**config.mk**
```make
export PLATFORM = sky130hd
export DESIGN_NAME = cfb_top
export DESIGN_NICKNAME = d
export VERILOG_FILES = /design/src/hdl/cfb_alu.v /design/src/hdl/cfb_bank.v /design/src/hdl/cfb_top.v
export VERILOG_INCLUDE_DIRS = /design/src /design/src/hdl
export SDC_FILE = /design/constraint.sdc
export NUM_CORES = 1
export LEC_CHECK = 0
export ABC_AREA = 1
export BUFFER_PORTS_ARGS = -buffer_cell sky130_fd_sc_hd__buf_2
export CAP_MARGIN = 10
export CORE_ASPECT_RATIO = 0.6
export CORE_MARGIN = 5
export CORE_UTILIZATION = 40
export CTS_CLUSTER_DIAMETER = 40
export DETAILED_ROUTE_END_ITERATION = 6
export SYNTH_ARGS = -nofsm -noshare
export SYNTH_HDL_FRONTEND = slang
export SYNTH_SLANG_ARGS = --single-unit
export TNS_END_PERCENT = 50
```
**constraint.sdc**
```tcl
create_clock -name I_MCLK -period 8.7 [get_ports I_MCLK]
set_input_delay 0.87 -clock I_MCLK [delete_from_list [all_inputs] [get_ports I_MCLK]]
set_output_delay 0.87 -clock I_MCLK [all_outputs]
set_load 0.05 [all_outputs]
```
**src/hdl/cfb_consts.vh**
```
// constants for the flag, bank and vector datapath block
`ifndef CFB_CONSTS_VH
`define CFB_CONSTS_VH

// ==============================================
// register byte offsets
`define CFB_OFF_CMD     8'h00
`define CFB_OFF_OPND    8'h04
`define CFB_OFF_STAT    8'h08
`define CFB_OFF_FLAG    8'h0C
`define CFB_OFF_RES     8'h10
`define CFB_OFF_PC      8'h14
`define CFB_OFF_VBASE   8'h18
`define CFB_OFF_REG0    8'h40
`define CFB_NUM_VIEW    12

// ==============================================
// reset values
`define CFB_FLAG_RST    8'h00
`define CFB_PC_RST      16'h0000
`define CFB_VBASE_RST   8'h00

// ==============================================
// field positions
`define CFB_CMD_OP      0
`define CFB_CMD_DST     8
`define CFB_CMD_SRC     12
`define CFB_OP_IMM      0
`define CFB_OP_VEC      8
`define CFB_OP_AMT      14
`define CFB_OP_GC       17
`define CFB_OP_BA       19
`define CFB_OP_BB       20
`define CFB_OP_OPT      21
`define CFB_OP_IND      22
`define CFB_OP_USEIMM   23
`define CFB_FN          3
`define CFB_FV          2
`define CFB_FC          1
`define CFB_FZ          0

// ==============================================
// operation codes
`define CFB_ADD         5'h00
`define CFB_ADC         5'h01
`define CFB_SUB         5'h02
`define CFB_SBC         5'h03
`define CFB_CMP         5'h04
`define CFB_CPL         5'h05
`define CFB_AND         5'h06
`define CFB_OR          5'h07
`define CFB_XOR         5'h08
`define CFB_BIT         5'h09
`define CFB_SHL         5'h0A
`define CFB_SHR         5'h0B
`define CFB_ROR         5'h0C
`define CFB_MOVE        5'h0D
`define CFB_SWAP        5'h0E
`define CFB_VCALL       5'h0F
`define CFB_RESUME      5'h10

// ==============================================
// interrupt gate option codes and timing in t-states
`define CFB_GC_KEEP     2'h0
`define CFB_GC_REST     2'h1
`define CFB_GC_SET      2'h2
`define CFB_GC_CLR      2'h3
`define CFB_T_REG       3'h2
`define CFB_T_MEM       3'h3

`endif

```
**src/hdl/cfb_alu.v**
```verilog
// combinational eight-bit alu with flags
`timescale 1ns/1ps
`include "cfb_consts.vh"

module cfb_alu (
    input  wire [4:0] i_op,
    input  wire [7:0] i_a,
    input  wire [7:0] i_b,
    input  wire [2:0] i_amt,
    input  wire       i_cin,
    output reg  [7:0] o_res,
    output reg  [3:0] o_flags,
    output reg  [3:0] o_mask,
    output reg        o_wr
);

    reg        sub;
    reg  [7:0] bx;
    reg        cix;
    reg  [8:0] sum;
    reg [15:0] wide;
    reg        c;

    // flags are formed beside the result, no extra t-state
    always @* begin
        sub  = (i_op == `CFB_SUB) | (i_op == `CFB_SBC) | (i_op == `CFB_CMP);
        bx   = sub ? ~i_b : i_b;
        cix  = (i_op == `CFB_ADC) ? i_cin :
               (i_op == `CFB_SBC) ? ~i_cin : sub;
        sum  = {1'b0, i_a} + {1'b0, bx} + {8'h00, cix};
        wide = 16'h0000;
        o_res = 8'h00;
        o_mask = 4'h0;
        o_wr = 1'b0;
        c = 1'b0;
        case (i_op)
            `CFB_ADD, `CFB_ADC, `CFB_SUB, `CFB_SBC, `CFB_CMP: begin
                o_res = sum[7:0];
                c = sub ? ~sum[8] : sum[8];
                o_mask = 4'hF;
                o_wr = (i_op != `CFB_CMP);
            end
            `CFB_CPL: begin
                o_res = ~i_a;
                o_mask = 4'h9;
                o_wr = 1'b1;
            end
            `CFB_AND, `CFB_BIT: begin
                o_res = i_a & i_b;
                o_mask = 4'h9;
                o_wr = (i_op == `CFB_AND);
            end
            `CFB_OR: begin
                o_res = i_a | i_b;
                o_mask = 4'h9;
                o_wr = 1'b1;
            end
            `CFB_XOR: begin
                o_res = i_a ^ i_b;
                o_mask = 4'h9;
                o_wr = 1'b1;
            end
            `CFB_SHL: begin
                wide = {8'h00, i_a} << i_amt;
                o_res = wide[7:0];
                c = wide[8];
                o_mask = 4'hB;
                o_wr = 1'b1;
            end
            `CFB_SHR: begin
                wide = {i_a, 8'h00} >> i_amt;
                o_res = wide[15:8];
                c = wide[7];
                o_mask = 4'hB;
                o_wr = 1'b1;
            end
            `CFB_ROR: begin
                wide = {i_a, i_a} >> i_amt;
                o_res = wide[7:0];
                c = (i_amt != 3'h0) & wide[7];
                o_mask = 4'hB;
                o_wr = 1'b1;
            end
            `CFB_MOVE: begin
                o_res = i_b;
                o_wr = 1'b1;
            end
            default: begin
                o_res = 8'h00;
            end
        endcase
        // overflow only from signed add form; logic ops mask it off
        o_flags = {o_res[7], (i_a[7] == bx[7]) & (sum[7] != i_a[7]),
                   c, o_res == 8'h00};
    end

endmodule // cfb_alu

```
**src/hdl/cfb_bank.v**
```verilog
// four banks of six registers behind a twelve-entry active view
`timescale 1ns/1ps
`include "cfb_consts.vh"

module cfb_bank (
    input  wire       i_clk,
    input  wire       i_rst_b,
    input  wire       i_sel_a,
    input  wire       i_sel_b,
    input  wire [3:0] i_ra,
    input  wire [3:0] i_rb,
    input  wire [3:0] i_rc,
    input  wire       i_we,
    input  wire [3:0] i_wi,
    input  wire [7:0] i_wd,
    output wire [7:0] o_da,
    output wire [7:0] o_db,
    output wire [7:0] o_dc
);

    reg [7:0] mem [0:23];
    integer   k;

    // view index to physical slot; 24 means no register
    function [4:0] phys;
        input [3:0] idx;
        input       sa;
        input       sb;
        begin
            if (idx < 4'h6)
                phys = {1'b0, idx} + (sa ? 5'h06 : 5'h00);
            else if (idx < 4'hC)
                phys = {1'b0, idx} + (sb ? 5'h0C : 5'h06);
            else
                phys = 5'h18;
        end
    endfunction

    wire [4:0] pa = phys(i_ra, i_sel_a, i_sel_b);
    wire [4:0] pb = phys(i_rb, i_sel_a, i_sel_b);
    wire [4:0] pc = phys(i_rc, i_sel_a, i_sel_b);
    wire [4:0] pw = phys(i_wi, i_sel_a, i_sel_b);

    assign o_da = (pa < 5'h18) ? mem[pa] : 8'h00;
    assign o_db = (pb < 5'h18) ? mem[pb] : 8'h00;
    assign o_dc = (pc < 5'h18) ? mem[pc] : 8'h00;

    // only the addressed slot changes; idle banks keep contents
    always @(posedge i_clk or negedge i_rst_b) begin
        if (!i_rst_b) begin
            for (k = 0; k < 24; k = k + 1)
                mem[k] <= 8'h00;
        end else if (i_we && pw < 5'h18) begin
            mem[pw] <= i_wd;
        end
    end

endmodule // cfb_bank

```
**src/hdl/cfb_top.v**
```verilog
// flag, bank and vector datapath with an axi4-lite register slave
`timescale 1ns/1ps
`include "cfb_consts.vh"

module cfb_top #(
    parameter STK_DEPTH = 8,
    parameter STK_AW    = 3
) (
    input  wire        I_MCLK,
    input  wire        I_RST_B,
    input  wire [7:0]  I_AWADDR,
    input  wire        I_AWVALID,
    output wire        O_AWREADY,
    input  wire [31:0] I_WDATA,
    input  wire [3:0]  I_WSTRB,
    input  wire        I_WVALID,
    output wire        O_WREADY,
    output reg  [1:0]  O_BRESP,
    output reg         O_BVALID,
    input  wire        I_BREADY,
    input  wire [7:0]  I_ARADDR,
    input  wire        I_ARVALID,
    output wire        O_ARREADY,
    output reg  [31:0] O_RDATA,
    output reg  [1:0]  O_RRESP,
    output reg         O_RVALID,
    input  wire        I_RREADY,
    output reg         O_MEM_WE,
    output reg  [15:0] O_MEM_ADDR,
    output reg  [7:0]  O_MEM_DATA,
    output wire        O_IRQ_GATE,
    output wire        O_BUSY
);

    // ==============================================
    // sequencer states, one-hot
    localparam S_IDLE = 2'b01;
    localparam S_RUN  = 2'b10;

    reg  [1:0]  state_q;
    reg  [2:0]  tcnt_q;
    reg  [4:0]  op_q;
    reg  [3:0]  dst_q;
    reg  [3:0]  src_q;
    reg  [23:0] opnd_q;
    reg  [23:0] opnd_reg_q;
    reg  [7:0]  flag_byte_q;
    reg  [15:0] pc_q;
    reg  [7:0]  vector_page_base_q;
    reg  [7:0]  res_q;
    reg         master_irq_gate_q;
    reg         sel_a_q;
    reg         sel_b_q;
    reg  [STK_AW-1:0] sp_q;
    reg  [22:0] stk [0:STK_DEPTH-1];

    // ==============================================
    // byte-lane merge for the wide operand register
    function [31:0] lane_merge;
        input [31:0] old;
        input [31:0] nw;
        input [3:0]  strb;
        integer      b;
        begin
            lane_merge = old;
            for (b = 0; b < 4; b = b + 1)
                if (strb[b])
                    lane_merge[b*8 +: 8] = nw[b*8 +: 8];
        end
    endfunction

    // gate option decode shared by swap and resume
    function gate_next;
        input [1:0] code;
        input       cur;
        input       saved;
        begin
            case (code)
                `CFB_GC_REST: gate_next = saved;
                `CFB_GC_SET:  gate_next = 1'b1;
                `CFB_GC_CLR:  gate_next = 1'b0;
                default:      gate_next = cur;
            endcase
        end
    endfunction

    // ==============================================
    // axi4-lite write channel
    reg        aw_v_q;
    reg [7:0]  aw_a_q;
    reg        w_v_q;
    reg [31:0] w_d_q;
    reg [3:0]  w_s_q;

    assign O_AWREADY = ~aw_v_q & ~O_BVALID;
    assign O_WREADY  = ~w_v_q & ~O_BVALID;

    wire        aw_hs  = I_AWVALID & O_AWREADY;
    wire        w_hs   = I_WVALID & O_WREADY;
    wire        do_wr  = (aw_v_q | aw_hs) & (w_v_q | w_hs);
    wire [7:0]  wa     = aw_v_q ? aw_a_q : I_AWADDR;
    wire [31:0] wd     = w_v_q ? w_d_q : I_WDATA;
    wire [3:0]  ws     = w_v_q ? w_s_q : I_WSTRB;
    wire        busy   = state_q[1];
    wire        wa_reg = (wa[7:0] >= `CFB_OFF_REG0) & (wa[1:0] == 2'b00)
                         & (wa[7:2] < 6'h10 + `CFB_NUM_VIEW);
    wire        wa_ok  = (wa == `CFB_OFF_CMD) | (wa == `CFB_OFF_OPND)
                         | (wa == `CFB_OFF_FLAG) | (wa == `CFB_OFF_PC)
                         | (wa == `CFB_OFF_VBASE) | (wa == `CFB_OFF_STAT)
                         | (wa == `CFB_OFF_RES) | wa_reg;
    // writes that would race the running operation are dropped
    wire        wr_live = do_wr & ~busy;
    wire        launch  = wr_live & (wa == `CFB_OFF_CMD) & ws[0];
    wire [3:0]  wa_idx  = wa[5:2];

    // address and data may arrive in either order
    always @(posedge I_MCLK or negedge I_RST_B) begin
        if (!I_RST_B) begin
            aw_v_q   <= 1'b0;
            aw_a_q   <= 8'h00;
            w_v_q    <= 1'b0;
            w_d_q    <= 32'h0000_0000;
            w_s_q    <= 4'h0;
            O_BVALID <= 1'b0;
            O_BRESP  <= 2'b00;
        end else begin
            if (do_wr) begin
                aw_v_q   <= 1'b0;
                w_v_q    <= 1'b0;
                O_BVALID <= 1'b1;
                O_BRESP  <= wa_ok ? 2'b00 : 2'b10;
            end else begin
                if (aw_hs) begin
                    aw_v_q <= 1'b1;
                    aw_a_q <= I_AWADDR;
                end
                if (w_hs) begin
                    w_v_q <= 1'b1;
                    w_d_q <= I_WDATA;
                    w_s_q <= I_WSTRB;
                end
                if (O_BVALID & I_BREADY)
                    O_BVALID <= 1'b0;
            end
        end
    end

    // ==============================================
    // register bank and alu
    wire [7:0] dst_val;
    wire [7:0] src_val;
    wire [7:0] bus_val;
    wire [7:0] alu_res;
    wire [3:0] alu_flags;
    wire [3:0] alu_mask;
    wire       alu_wr;
    wire       commit   = busy & (tcnt_q == 3'h1);
    wire       is_shift = (op_q == `CFB_SHL) | (op_q == `CFB_SHR) | (op_q == `CFB_ROR);
    wire       to_mem   = opnd_q[`CFB_OP_IND] & ~is_shift;
    wire [7:0] b_opnd   = opnd_q[`CFB_OP_USEIMM] ? opnd_q[7:0] : src_val;
    wire       reg_we   = commit & alu_wr & ~to_mem;
    wire       bus_we   = wr_live & wa_reg & ws[0];

    cfb_bank u_bank (
        .i_clk   (I_MCLK),
        .i_rst_b (I_RST_B),
        .i_sel_a (sel_a_q),
        .i_sel_b (sel_b_q),
        .i_ra    (dst_q),
        .i_rb    (src_q),
        .i_rc    (I_ARADDR[5:2]),
        .i_we    (reg_we | bus_we),
        .i_wi    (reg_we ? dst_q : wa_idx),
        .i_wd    (reg_we ? alu_res : wd[7:0]),
        .o_da    (dst_val),
        .o_db    (src_val),
        .o_dc    (bus_val)
    );

    cfb_alu u_alu (
        .i_op    (op_q),
        .i_a     (dst_val),
        .i_b     (b_opnd),
        .i_amt   (opnd_q[`CFB_OP_AMT +: 3]),
        .i_cin   (flag_byte_q[`CFB_FC]),
        .o_res   (alu_res),
        .o_flags (alu_flags),
        .o_mask  (alu_mask),
        .o_wr    (alu_wr)
    );

    // ==============================================
    // operation sequencer: one cycle per t-state
    always @(posedge I_MCLK or negedge I_RST_B) begin
        if (!I_RST_B) begin
            state_q <= S_IDLE;
            tcnt_q  <= 3'h0;
            op_q    <= 5'h00;
            dst_q   <= 4'h0;
            src_q   <= 4'h0;
            opnd_q  <= 24'h00_0000;
        end else begin
            case (state_q)
                S_IDLE: begin
                    if (launch) begin
                        state_q <= S_RUN;
                        op_q    <= wd[`CFB_CMD_OP +: 5];
                        dst_q   <= wd[`CFB_CMD_DST +: 4];
                        src_q   <= wd[`CFB_CMD_SRC +: 4];
                        opnd_q  <= opnd_reg_q;
                        // memory destination costs one more t-state
                        tcnt_q  <= (opnd_reg_q[`CFB_OP_IND]
                                    && (wd[`CFB_CMD_OP +: 5] < `CFB_SHL
                                        || wd[`CFB_CMD_OP +: 5] == `CFB_MOVE))
                                   ? `CFB_T_MEM : `CFB_T_REG;
                    end
                end
                S_RUN: begin
                    tcnt_q <= tcnt_q - 3'h1;
                    if (commit)
                        state_q <= S_IDLE;
                end
                default: begin
                    state_q <= S_IDLE;
                end
            endcase
        end
    end

    // ==============================================
    // architectural state update from bus register writes and at the last t-state
    wire [22:0] top_ent = stk[sp_q - {{(STK_AW-1){1'b0}}, 1'b1}];
    wire        is_alu  = (op_q < `CFB_SWAP);
    wire [31:0] opnd_mrg = lane_merge({8'h00, opnd_reg_q}, wd, ws);

    always @(posedge I_MCLK or negedge I_RST_B) begin
        if (!I_RST_B) begin
            flag_byte_q        <= `CFB_FLAG_RST;
            pc_q               <= `CFB_PC_RST;
            vector_page_base_q <= `CFB_VBASE_RST;
            master_irq_gate_q  <= 1'b0;
            sel_a_q            <= 1'b0;
            sel_b_q            <= 1'b0;
            sp_q               <= {STK_AW{1'b0}};
            res_q              <= 8'h00;
            opnd_reg_q         <= 24'h00_0000;
            O_MEM_WE           <= 1'b0;
            O_MEM_ADDR         <= 16'h0000;
            O_MEM_DATA         <= 8'h00;
        end else begin
            O_MEM_WE <= 1'b0;
            if (do_wr && wa == `CFB_OFF_OPND)
                opnd_reg_q <= opnd_mrg[23:0];
            if (wr_live && wa == `CFB_OFF_FLAG && ws[0])
                flag_byte_q <= wd[7:0];
            if (wr_live && wa == `CFB_OFF_PC)
                pc_q <= {ws[1] ? wd[15:8] : pc_q[15:8], ws[0] ? wd[7:0] : pc_q[7:0]};
            if (wr_live && wa == `CFB_OFF_VBASE && ws[0])
                vector_page_base_q <= wd[7:0];
            if (commit && is_alu) begin
                // masked merge keeps flags the op leaves alone
                flag_byte_q[3:0] <= (alu_flags & alu_mask)
                                    | (flag_byte_q[3:0] & ~alu_mask);
                if (alu_wr)
                    res_q <= alu_res;
                if (alu_wr && to_mem) begin
                    O_MEM_WE   <= 1'b1;
                    O_MEM_ADDR <= {8'h00, dst_val};
                    O_MEM_DATA <= alu_res;
                end
            end
            if (commit && op_q == `CFB_SWAP) begin
                sel_a_q <= opnd_q[`CFB_OP_BA];
                sel_b_q <= opnd_q[`CFB_OP_BB];
                // reserved code 1 leaves the gate alone
                if (opnd_q[`CFB_OP_GC +: 2] != `CFB_GC_REST)
                    master_irq_gate_q <= gate_next(opnd_q[`CFB_OP_GC +: 2],
                                                   master_irq_gate_q,
                                                   master_irq_gate_q);
            end
            if (commit && op_q == `CFB_VCALL) begin
                // stack is circular; a push past depth overwrites the oldest
                sp_q <= sp_q + {{(STK_AW-1){1'b0}}, 1'b1};
                pc_q <= {vector_page_base_q, 2'b00, opnd_q[`CFB_OP_VEC +: 6]};
                if (opnd_q[`CFB_OP_OPT])
                    master_irq_gate_q <= 1'b0;
            end
            if (commit && op_q == `CFB_RESUME) begin
                sp_q <= sp_q - {{(STK_AW-1){1'b0}}, 1'b1};
                pc_q <= top_ent[22:7];
                master_irq_gate_q <= gate_next(opnd_q[`CFB_OP_GC +: 2],
                                               master_irq_gate_q, top_ent[6]);
                if (opnd_q[`CFB_OP_OPT]) begin
                    flag_byte_q[3:0] <= top_ent[5:2];
                    sel_a_q          <= top_ent[1];
                    sel_b_q          <= top_ent[0];
                end
            end
        end
    end

    // stack store: pc, gate, flags, bank selection
    always @(posedge I_MCLK) begin
        if (commit && op_q == `CFB_VCALL)
            stk[sp_q] <= {pc_q, master_irq_gate_q, flag_byte_q[3:0],
                          sel_a_q, sel_b_q};
    end

    // ==============================================
    // axi4-lite read channel, answer one cycle after address
    reg [31:0] rd_d;
    reg        rd_ok;
    wire       ra_reg = (I_ARADDR >= `CFB_OFF_REG0) & (I_ARADDR[1:0] == 2'b00)
                        & (I_ARADDR[7:2] < 6'h10 + `CFB_NUM_VIEW);

    assign O_ARREADY = ~O_RVALID;

    // read decode, unmapped reads answer zero with error
    always @* begin
        rd_d  = 32'h0000_0000;
        rd_ok = 1'b1;
        case (I_ARADDR)
            `CFB_OFF_CMD:   rd_d = {16'h0, src_q, dst_q, 3'h0, op_q};
            `CFB_OFF_OPND:  rd_d = {8'h00, opnd_reg_q};
            `CFB_OFF_STAT:  rd_d = {24'h0, 1'b0, sp_q, sel_b_q, sel_a_q,
                                    master_irq_gate_q, busy};
            `CFB_OFF_FLAG:  rd_d = {24'h0, flag_byte_q};
            `CFB_OFF_RES:   rd_d = {24'h0, res_q};
            `CFB_OFF_PC:    rd_d = {16'h0, pc_q};
            `CFB_OFF_VBASE: rd_d = {24'h0, vector_page_base_q};
            default: begin
                if (ra_reg)
                    rd_d = {24'h0, bus_val};
                else
                    rd_ok = 1'b0;
            end
        endcase
    end

    always @(posedge I_MCLK or negedge I_RST_B) begin
        if (!I_RST_B) begin
            O_RVALID <= 1'b0;
            O_RDATA  <= 32'h0000_0000;
            O_RRESP  <= 2'b00;
        end else if (I_ARVALID && O_ARREADY) begin
            O_RVALID <= 1'b1;
            O_RDATA  <= rd_d;
            O_RRESP  <= rd_ok ? 2'b00 : 2'b10;
        end else if (I_RREADY) begin
            O_RVALID <= 1'b0;
        end
    end

    assign O_IRQ_GATE = master_irq_gate_q;
    assign O_BUSY     = busy;

endmodule // cfb_top

```
### After elaboration in Yosys (flattened, before gate mapping)

Memory sizes are Yosys's and may differ from the RTL's.
Index checks and enable logic that the tools add are counted.

* shifts and indexed selects: 3
* reduce and logical (&&, ||, !) cells: 50
* $lt $le $gt $ge: 23
* bitwise gates (word level): 58
* add/subtract/negate cells: 13
* equality and inequality tests: 42
* multiplexer cells: 87

Operator list (number)
* 192-bit bitwise mux: 1
* 24-bit case mux with 7 select lines: 1
* 8-bit two-way mux: 17
* 8-bit binary-select mux with 5-bit select: 3
* 8-bit case mux with 9 select lines: 1
* 8-bit by 5-bit equality test with 1-bit output (second input constant): 6
* 16-bit two-way mux: 3
* 5-bit by 4-bit equality test with 1-bit output (second input constant): 9
* 8-bit demux with 5-bit select: 1
* 5-bit two-way mux: 8
* 8-bit by 4-bit equality test with 1-bit output (second input constant): 4
* 4-bit by 5-bit adder with 5-bit output: 6
* 1-bit two-way mux: 29
* 6-bit greater-or-equal comparator (second input constant): 4
* 8-bit logical NOT: 3
* 24-bit two-way mux: 1
* 4-bit two-way mux: 6
* 5-bit NOT with 6-bit output: 4
* 2-bit AND reduction: 12
* 1-bit bitwise AND: 21
* 5-bit by 3-bit equality test with 1-bit output (second input constant): 4
* 5-bit < comparator (second input constant): 4
* 8-bit by 3-bit equality test with 1-bit output (second input constant): 2
* 8-bit by 7-bit greater-or-equal comparator with 1-bit output (second input constant): 2
* 53 further kinds: 124

* flip-flop bits (word level): 396
* bits in writable memories: 184
* memories: 1

Memory list
* stk: depth 8, width 23, read ports 1, clocked after Yosys merged registers in 0, wr ports 1, RTL line cfb_top.v:55 `reg [22:0] stk [0:STK_DEPTH-1];`

### Logic depth before layout (Yosys ltp)

* word-level depth: 22
* gate-level depth with buffers: 39
* depth with buffers taken out: 38

### Cells and area by module

A second synthesis with hierarchy kept.

* cell total of the unflattened synthesis: 4571
* area, all modules: 33898.8 um2

Modules (own cells, without submodules)
* cfb_top: area each 16950.0 um2, cells an instance 1725, seq. area each 10381.2 um2, times used 1
* cfb_bank: area each 14851.7 um2, cells an instance 2431, seq. area each 4804.6 um2, times used 1
* cfb_alu: area each 2097.0 um2, cells an instance 415, seq. area each 0.0 um2, times used 1

### Worst setup path before layout

No wires, ideal clock.

* kind: reg-to-reg
* from: reg sel_a_q
* to: reg u_bank.mem[6] (netlist name)
* required time: 8.624 ns
* setup time: 0.076 ns
* arrival time: 5.033 ns
* stages on the path, launching flop included: 34
* setup slack: 3.591 ns
* path through: dfrtp_1 ha_1 fa_1 nand3b_1 nand3_1 inv_1 clkbuf_1 o211ai_1 nand3_1 nand2_1 nand3_1 o21ai_0 xor2_1 fa_1 inv_1 fa_1 nand2_1 inv_1 o21ai_0 nand2_1 nand2_1 inv_1 nor2_1 nor2_1 o21ai_0 nand2_1 o211ai_1 a21oi_1 nand2_1 o21ai_0 o21ai_1 clkbuf_1 nand2_1 o21ai_1

* longest elaborated chain between the ends: 16
* elaborated cells between the ends (all ways): 42
* classes of those cells: 5 x add/sub; 5 x order compare; 3 x shift; 19 x mux; 8 x bitwise; 2 x reduce/logical

Ends and longest elaborated chain
* start: declaration: RTL line cfb_top.v:52 `reg sel_a_q;`
* start signal: assignment: RTL line cfb_top.v:273 `` sel_a_q <= opnd_q[`CFB_OP_BA]; ``
* start signal: assignment: RTL line cfb_top.v:295 `sel_a_q <= top_ent[1];`
* 3-bit two-way mux (*): RTL line cfb_bank.v:31 `phys = {1'b0, idx} + (sa ? 5'h06 : 5'h00);`
* 4-bit by 5-bit adder with 5-bit output: RTL line cfb_bank.v:31
* 5-bit two-way mux: RTL line cfb_bank.v:30 `if (idx < 4'h6)`
* 5-bit NOT with 6-bit output (not written as such): RTL line cfb_bank.v:45 `assign o_db = (pb < 5'h18) ? mem[pb] : 8'h00;`
* 8-bit binary-select mux with 5-bit select: RTL line cfb_bank.v:45
* 8-bit two-way mux (not written as such) (2 in series): RTL line cfb_bank.v:45
* 8-bit two-way mux: RTL line cfb_bank.v:45
* 8-bit two-way mux: RTL line cfb_top.v:160 `` wire [7:0] b_opnd = opnd_q[`CFB_OP_USEIMM] ? opnd_q[7:0] : src_val; ``
* 8-bit NOT: RTL line cfb_alu.v:27 `bx = sub ? ~i_b : i_b;`
* 8-bit two-way mux: RTL line cfb_alu.v:27
* 8-bit by 8-bit adder with 9-bit output: RTL line cfb_alu.v:30 `sum = {1'b0, i_a} + {1'b0, bx} + {8'h00, cix};`
* 9-bit by 1-bit adder with 9-bit output: RTL line cfb_alu.v:30
* 8-bit case mux with 9 select lines: RTL line cfb_alu.v:36 `case (i_op)`
* 8-bit two-way mux: RTL line cfb_top.v:174 `.i_wd (reg_we ? alu_res : wd[7:0]),`
* 192-bit bitwise mux: RTL line cfb_bank.v:54 `mem[pw] <= i_wd;`
* end signal: indexed assignment: RTL line cfb_bank.v:54
* end: declaration: RTL line cfb_bank.v:21 `reg [7:0] mem [0:23];`

Mark *: on every way between the ends. The rest lies on a longest branch, timed or not. The select of a mux whose other input is x is not followed.
A chain may end at the register's enable or synchronous reset.

### Worst setup path after layout

* from: reg sel_a_q
* to: reg flag_byte_q[0]

* longest elaborated chain between the ends: 20
* elaborated cells between the ends (all ways): 36
* classes of those cells: 4 x add/sub; 2 x order compare; 3 x shift; 17 x mux; 9 x bitwise; 1 x reduce/logical

Ends and longest elaborated chain
* 3-bit two-way mux (*): RTL line cfb_bank.v:31
* 4-bit by 5-bit adder with 5-bit output: RTL line cfb_bank.v:31
* 5-bit two-way mux: RTL line cfb_bank.v:30
* 5-bit NOT with 6-bit output (not written as such): RTL line cfb_bank.v:45
* 8-bit binary-select mux with 5-bit select: RTL line cfb_bank.v:45
* 8-bit two-way mux (not written as such) (2 in series): RTL line cfb_bank.v:45
* 8-bit two-way mux: RTL line cfb_bank.v:45
* 8-bit two-way mux: RTL line cfb_top.v:160
* [3 not listed]
* 9-bit by 1-bit adder with 9-bit output: RTL line cfb_alu.v:30
* 8-bit case mux with 9 select lines (*): RTL line cfb_alu.v:36
* 8-bit logical NOT (*): RTL line cfb_alu.v:94 `c, o_res == 8'h00};`
* 4-bit bitwise AND (*): RTL line cfb_top.v:262 `flag_byte_q[3:0] <= (alu_flags & alu_mask)`
* 4-bit bitwise OR (*): RTL line cfb_top.v:263 `| (flag_byte_q[3:0] & ~alu_mask);`
* 4-bit two-way mux (*): RTL line cfb_top.v:260 `if (commit && is_alu) begin`
* 4-bit two-way mux: RTL line cfb_top.v:293 `` if (opnd_q[`CFB_OP_OPT]) begin ``
* 4-bit two-way mux (*): RTL line cfb_top.v:288 `` if (commit && op_q == `CFB_RESUME) begin ``
* end signal: assignment: RTL line cfb_top.v:255 `flag_byte_q <= wd[7:0];`
* end signal: assignment: RTL line cfb_top.v:262
* end signal: assignment: RTL line cfb_top.v:294 `flag_byte_q[3:0] <= top_ent[5:2];`
* end: declaration: RTL line cfb_top.v:47 `reg [7:0] flag_byte_q;`

Marked as above.

==> reports/metrics.yaml <==
outcome: "finished, final reports clean"
cp.required_ps: 9270
rrSetupSlack_ps: 1700
grt_max_degree: 146
drt-total-wl_um: 119000
ys_seq_elements: 570
cts_sinks: 570
cp_common_cell: "nand2_1"
drt-wirelength-per-cell_um: 23.0
ys.flop_type: "dfrtp_1"
clockBufferDepth: 3
ys_async_sr_fraction: 0.677
dieWidth_um: 376
yosysSeqAreaShare: 0.472
worst_ep_arrival_time_ps: 7570
synth.area.top_cells: "dfrtp_1 (30%), edfxtp_1 (17%), nand2_1 (12%)"
cp_slowest_cell: "inv_1"
finalHoldViolCount: 0
yosys.area.top_type: "dfrtp_1"
crit_end: "flag_byte_q[0]"
syn_inst: 4015
numCtsBuffers: 72
start_util: 0.404
tightest_slew_ps: 1100
synth.distinct_cells: 60
vias: 29500
synth.top_cells.by_count: "nand2_1 (1,028), o21ai_0 (432), inv_1 (392), dfrtp_1 (385), nand3_1 (332)"
grt_usage: 0.270
slowest_delay_ps: 770
hp-class: "input port to async pin"
end_kind: "register"
startpoint: "sel_a_q"
h-tree-depth: 3
cts_hold_buf: 0
grt_pass1_vias: 26600
relSlewSlack: 0.267
fin_ws_ps: 1700
fp-row-count: 80
yosysMostFrequentCell: "nand2_1"
drt_first_pass_iters: 7
critical_path_class: "register to register"
ant_nets: 0
drive_gt1_frac: 0.109
period_needed_ps: 7000
drt_iter0_markers: 3929
finalWeightedCongestion: 0.981
synth_warnings: 0
area_delta_synth_final_pct: 12.2
nNetsFinal: 4134
postCtsSetupBuffers: 0
drc_errors: 0
root_buffer: "clkbuf_16"
fmax_mhz: 143
synth_edf_count: 184
reg2reg_from: "sel_a_q"
final.setup.tns_ps: 0
dpl.hpwl_um: 82700
insertion_delay_ps: 660
start_kind: "register"
powerDensity_nw_per_um2: 259
antenna_found_initial: 8
clkTransAtPathRegs_ps: 70
fin_crit_sh: 0.805
cap_violations: 0
fp.dieH_um: 230
place_ws_ps: 2130
die_area_sq_um: 86400
peakVddDrop_mv: 0.172
place.port_buffers: 99
netlist_area_sq_um: 32200
yosys.area.top_type_share: 0.299
finClkSkew_ps: 24.9
ios: 127
finalMaxSlewViolations: 0
crit_fanout: 16
postCtsResizedCells: 0
rr_endpoint: "flag_byte_q[0]"
cts_tree: "yes"
power.leakage_nw: 15.9
core-area_sq_um: 79600
rsz0062_at_grt: "false"
p_total_w: 0.00934
setup_viol: 0
routed_via_density: 5.72
gr-total-overflow: 0
rr_worst_depth: 34
syn-mean-instance-area_sq_um: 8.01
grt_pass1_wl_um: 177000
==> metal layers <==
| metal | global-route usage | vias to the layer above | part of all wire |
|---|---|---|---|
| met4 | 0.0539 | 8 | 0.017 |
| met1 | 0.430 | 14100 | 0.47 |
| met2 | 0.320 | 1664 | 0.35 |
| met3 | 0.125 | 164 | 0.16 |
| li1 | - | 13600 | - |
| met5 | 0.00888 | - | 0.0012 |
==> metrics by stage <==
stage          utilization  instances  cell area, sq um  hold WS [ps]
6_report             0.453       5151             36100           206
5_1_grt              0.453       5149             36100           243
4_1_cts              0.453       5147             36100           218
3_5_place_dp         0.423       5016             33700           458
3_3_place_gp         0.423       5016             33700           455
2_1_floorplan            -       4032             32200           442
==> worst max-delay path, delay by kind of cell, from the launching register on <==
kind            cells  cell delay (ps)
compound gates      8             1280
xor+xnor            1              250
fa+ha+maj           4             1530
buf+inv             4             1020
flops               1              730
simple gates       17             2070
==> layout by cell type (no fill, tap or decap), drive strengths merged, types with 8 or more instances in the layout <==
master,n
a21oi,96
o21ai,562
o221ai,27
clkbuf,90
or2,26
edfxtp,184
nand4,17
buf,177
dfrtp,385
o31ai,9
mux2i,8
a221oi,17
xor2,12
inv,423
o22ai,36
a22oi,8
nand2,1039
nand3,335
ha,44
nor2,224
nand3b,10
a31oi,19
o211ai,192
mux2,17
nor3,33
clkinv,23
conb,18
==> where the power goes <==
group          internal (W)  total [W]  switching (W)  leakage [nW]
clock network       0.00173    0.00305        0.00132          1.16
registers           0.00300    0.00316       0.000166          6.20
logic              0.000846    0.00313        0.00228          8.56
total               0.00558    0.00934        0.00376          15.9
==> worst min-delay path by stage <==
| stage | start | to | slack [ps] |
|---|---|---|---|
| 3_3_place_gp | w_d_q[14] | w_d_q[14] | 450 |
| 6_report | I_RST_B | w_d_q[17] | 210 |
| 5_1_grt | I_RST_B | w_d_q[17] | 240 |
| 3_5_place_dp | w_d_q[8] | w_d_q[8] | 460 |
| 2_1_floorplan | w_d_q[14] | w_d_q[14] | 440 |
| 4_1_cts | I_RST_B | w_d_q[17] | 220 |
==> logic make-up (layout without fill, tap and decap cells) <==
family | count (synthesis) | count (layout) | share of synthesized area
simple gates | 1689 | 1689 | 0.227
compound gates | 990 | 990 | 0.181
buf+inv | 673 | 723 | 0.0853
flops | 570 | 570 | 0.472
fa+ha+maj | 50 | 50 | 0.0208
mux | 25 | 25 | 0.00844
xor+xnor | 17 | 17 | 0.00463
other cells | 1 | 21 | 0.000117
==> area by class of cell <==
class / count / area [sq um]
diodes: 3 / 7.51
well taps: 1066 / 1330
fillers: 7854 / 43500
multi-input cells: 2789 / 14400
repair buffers: 178 / 1160
clock buffers: 89 / 1970
inverters: 414 / 1560
clock inverters: 42 / 428
flip-flops and latches: 570 / 15200
==> state kept, by name (all words and copies together), names as in the netlist, 5 cells and up <==
name,count
u_bank.mem,192
stk,184
O_RDATA,24
opnd_q,24
opnd_reg_q,24
w_d_q,24
pc_q,16
O_MEM_ADDR,8
O_MEM_DATA,8
aw_a_q,8
flag_byte_q,8
res_q,8
vector_page_base_q,8
op_q,5
(Power assumes the default switching activity.)
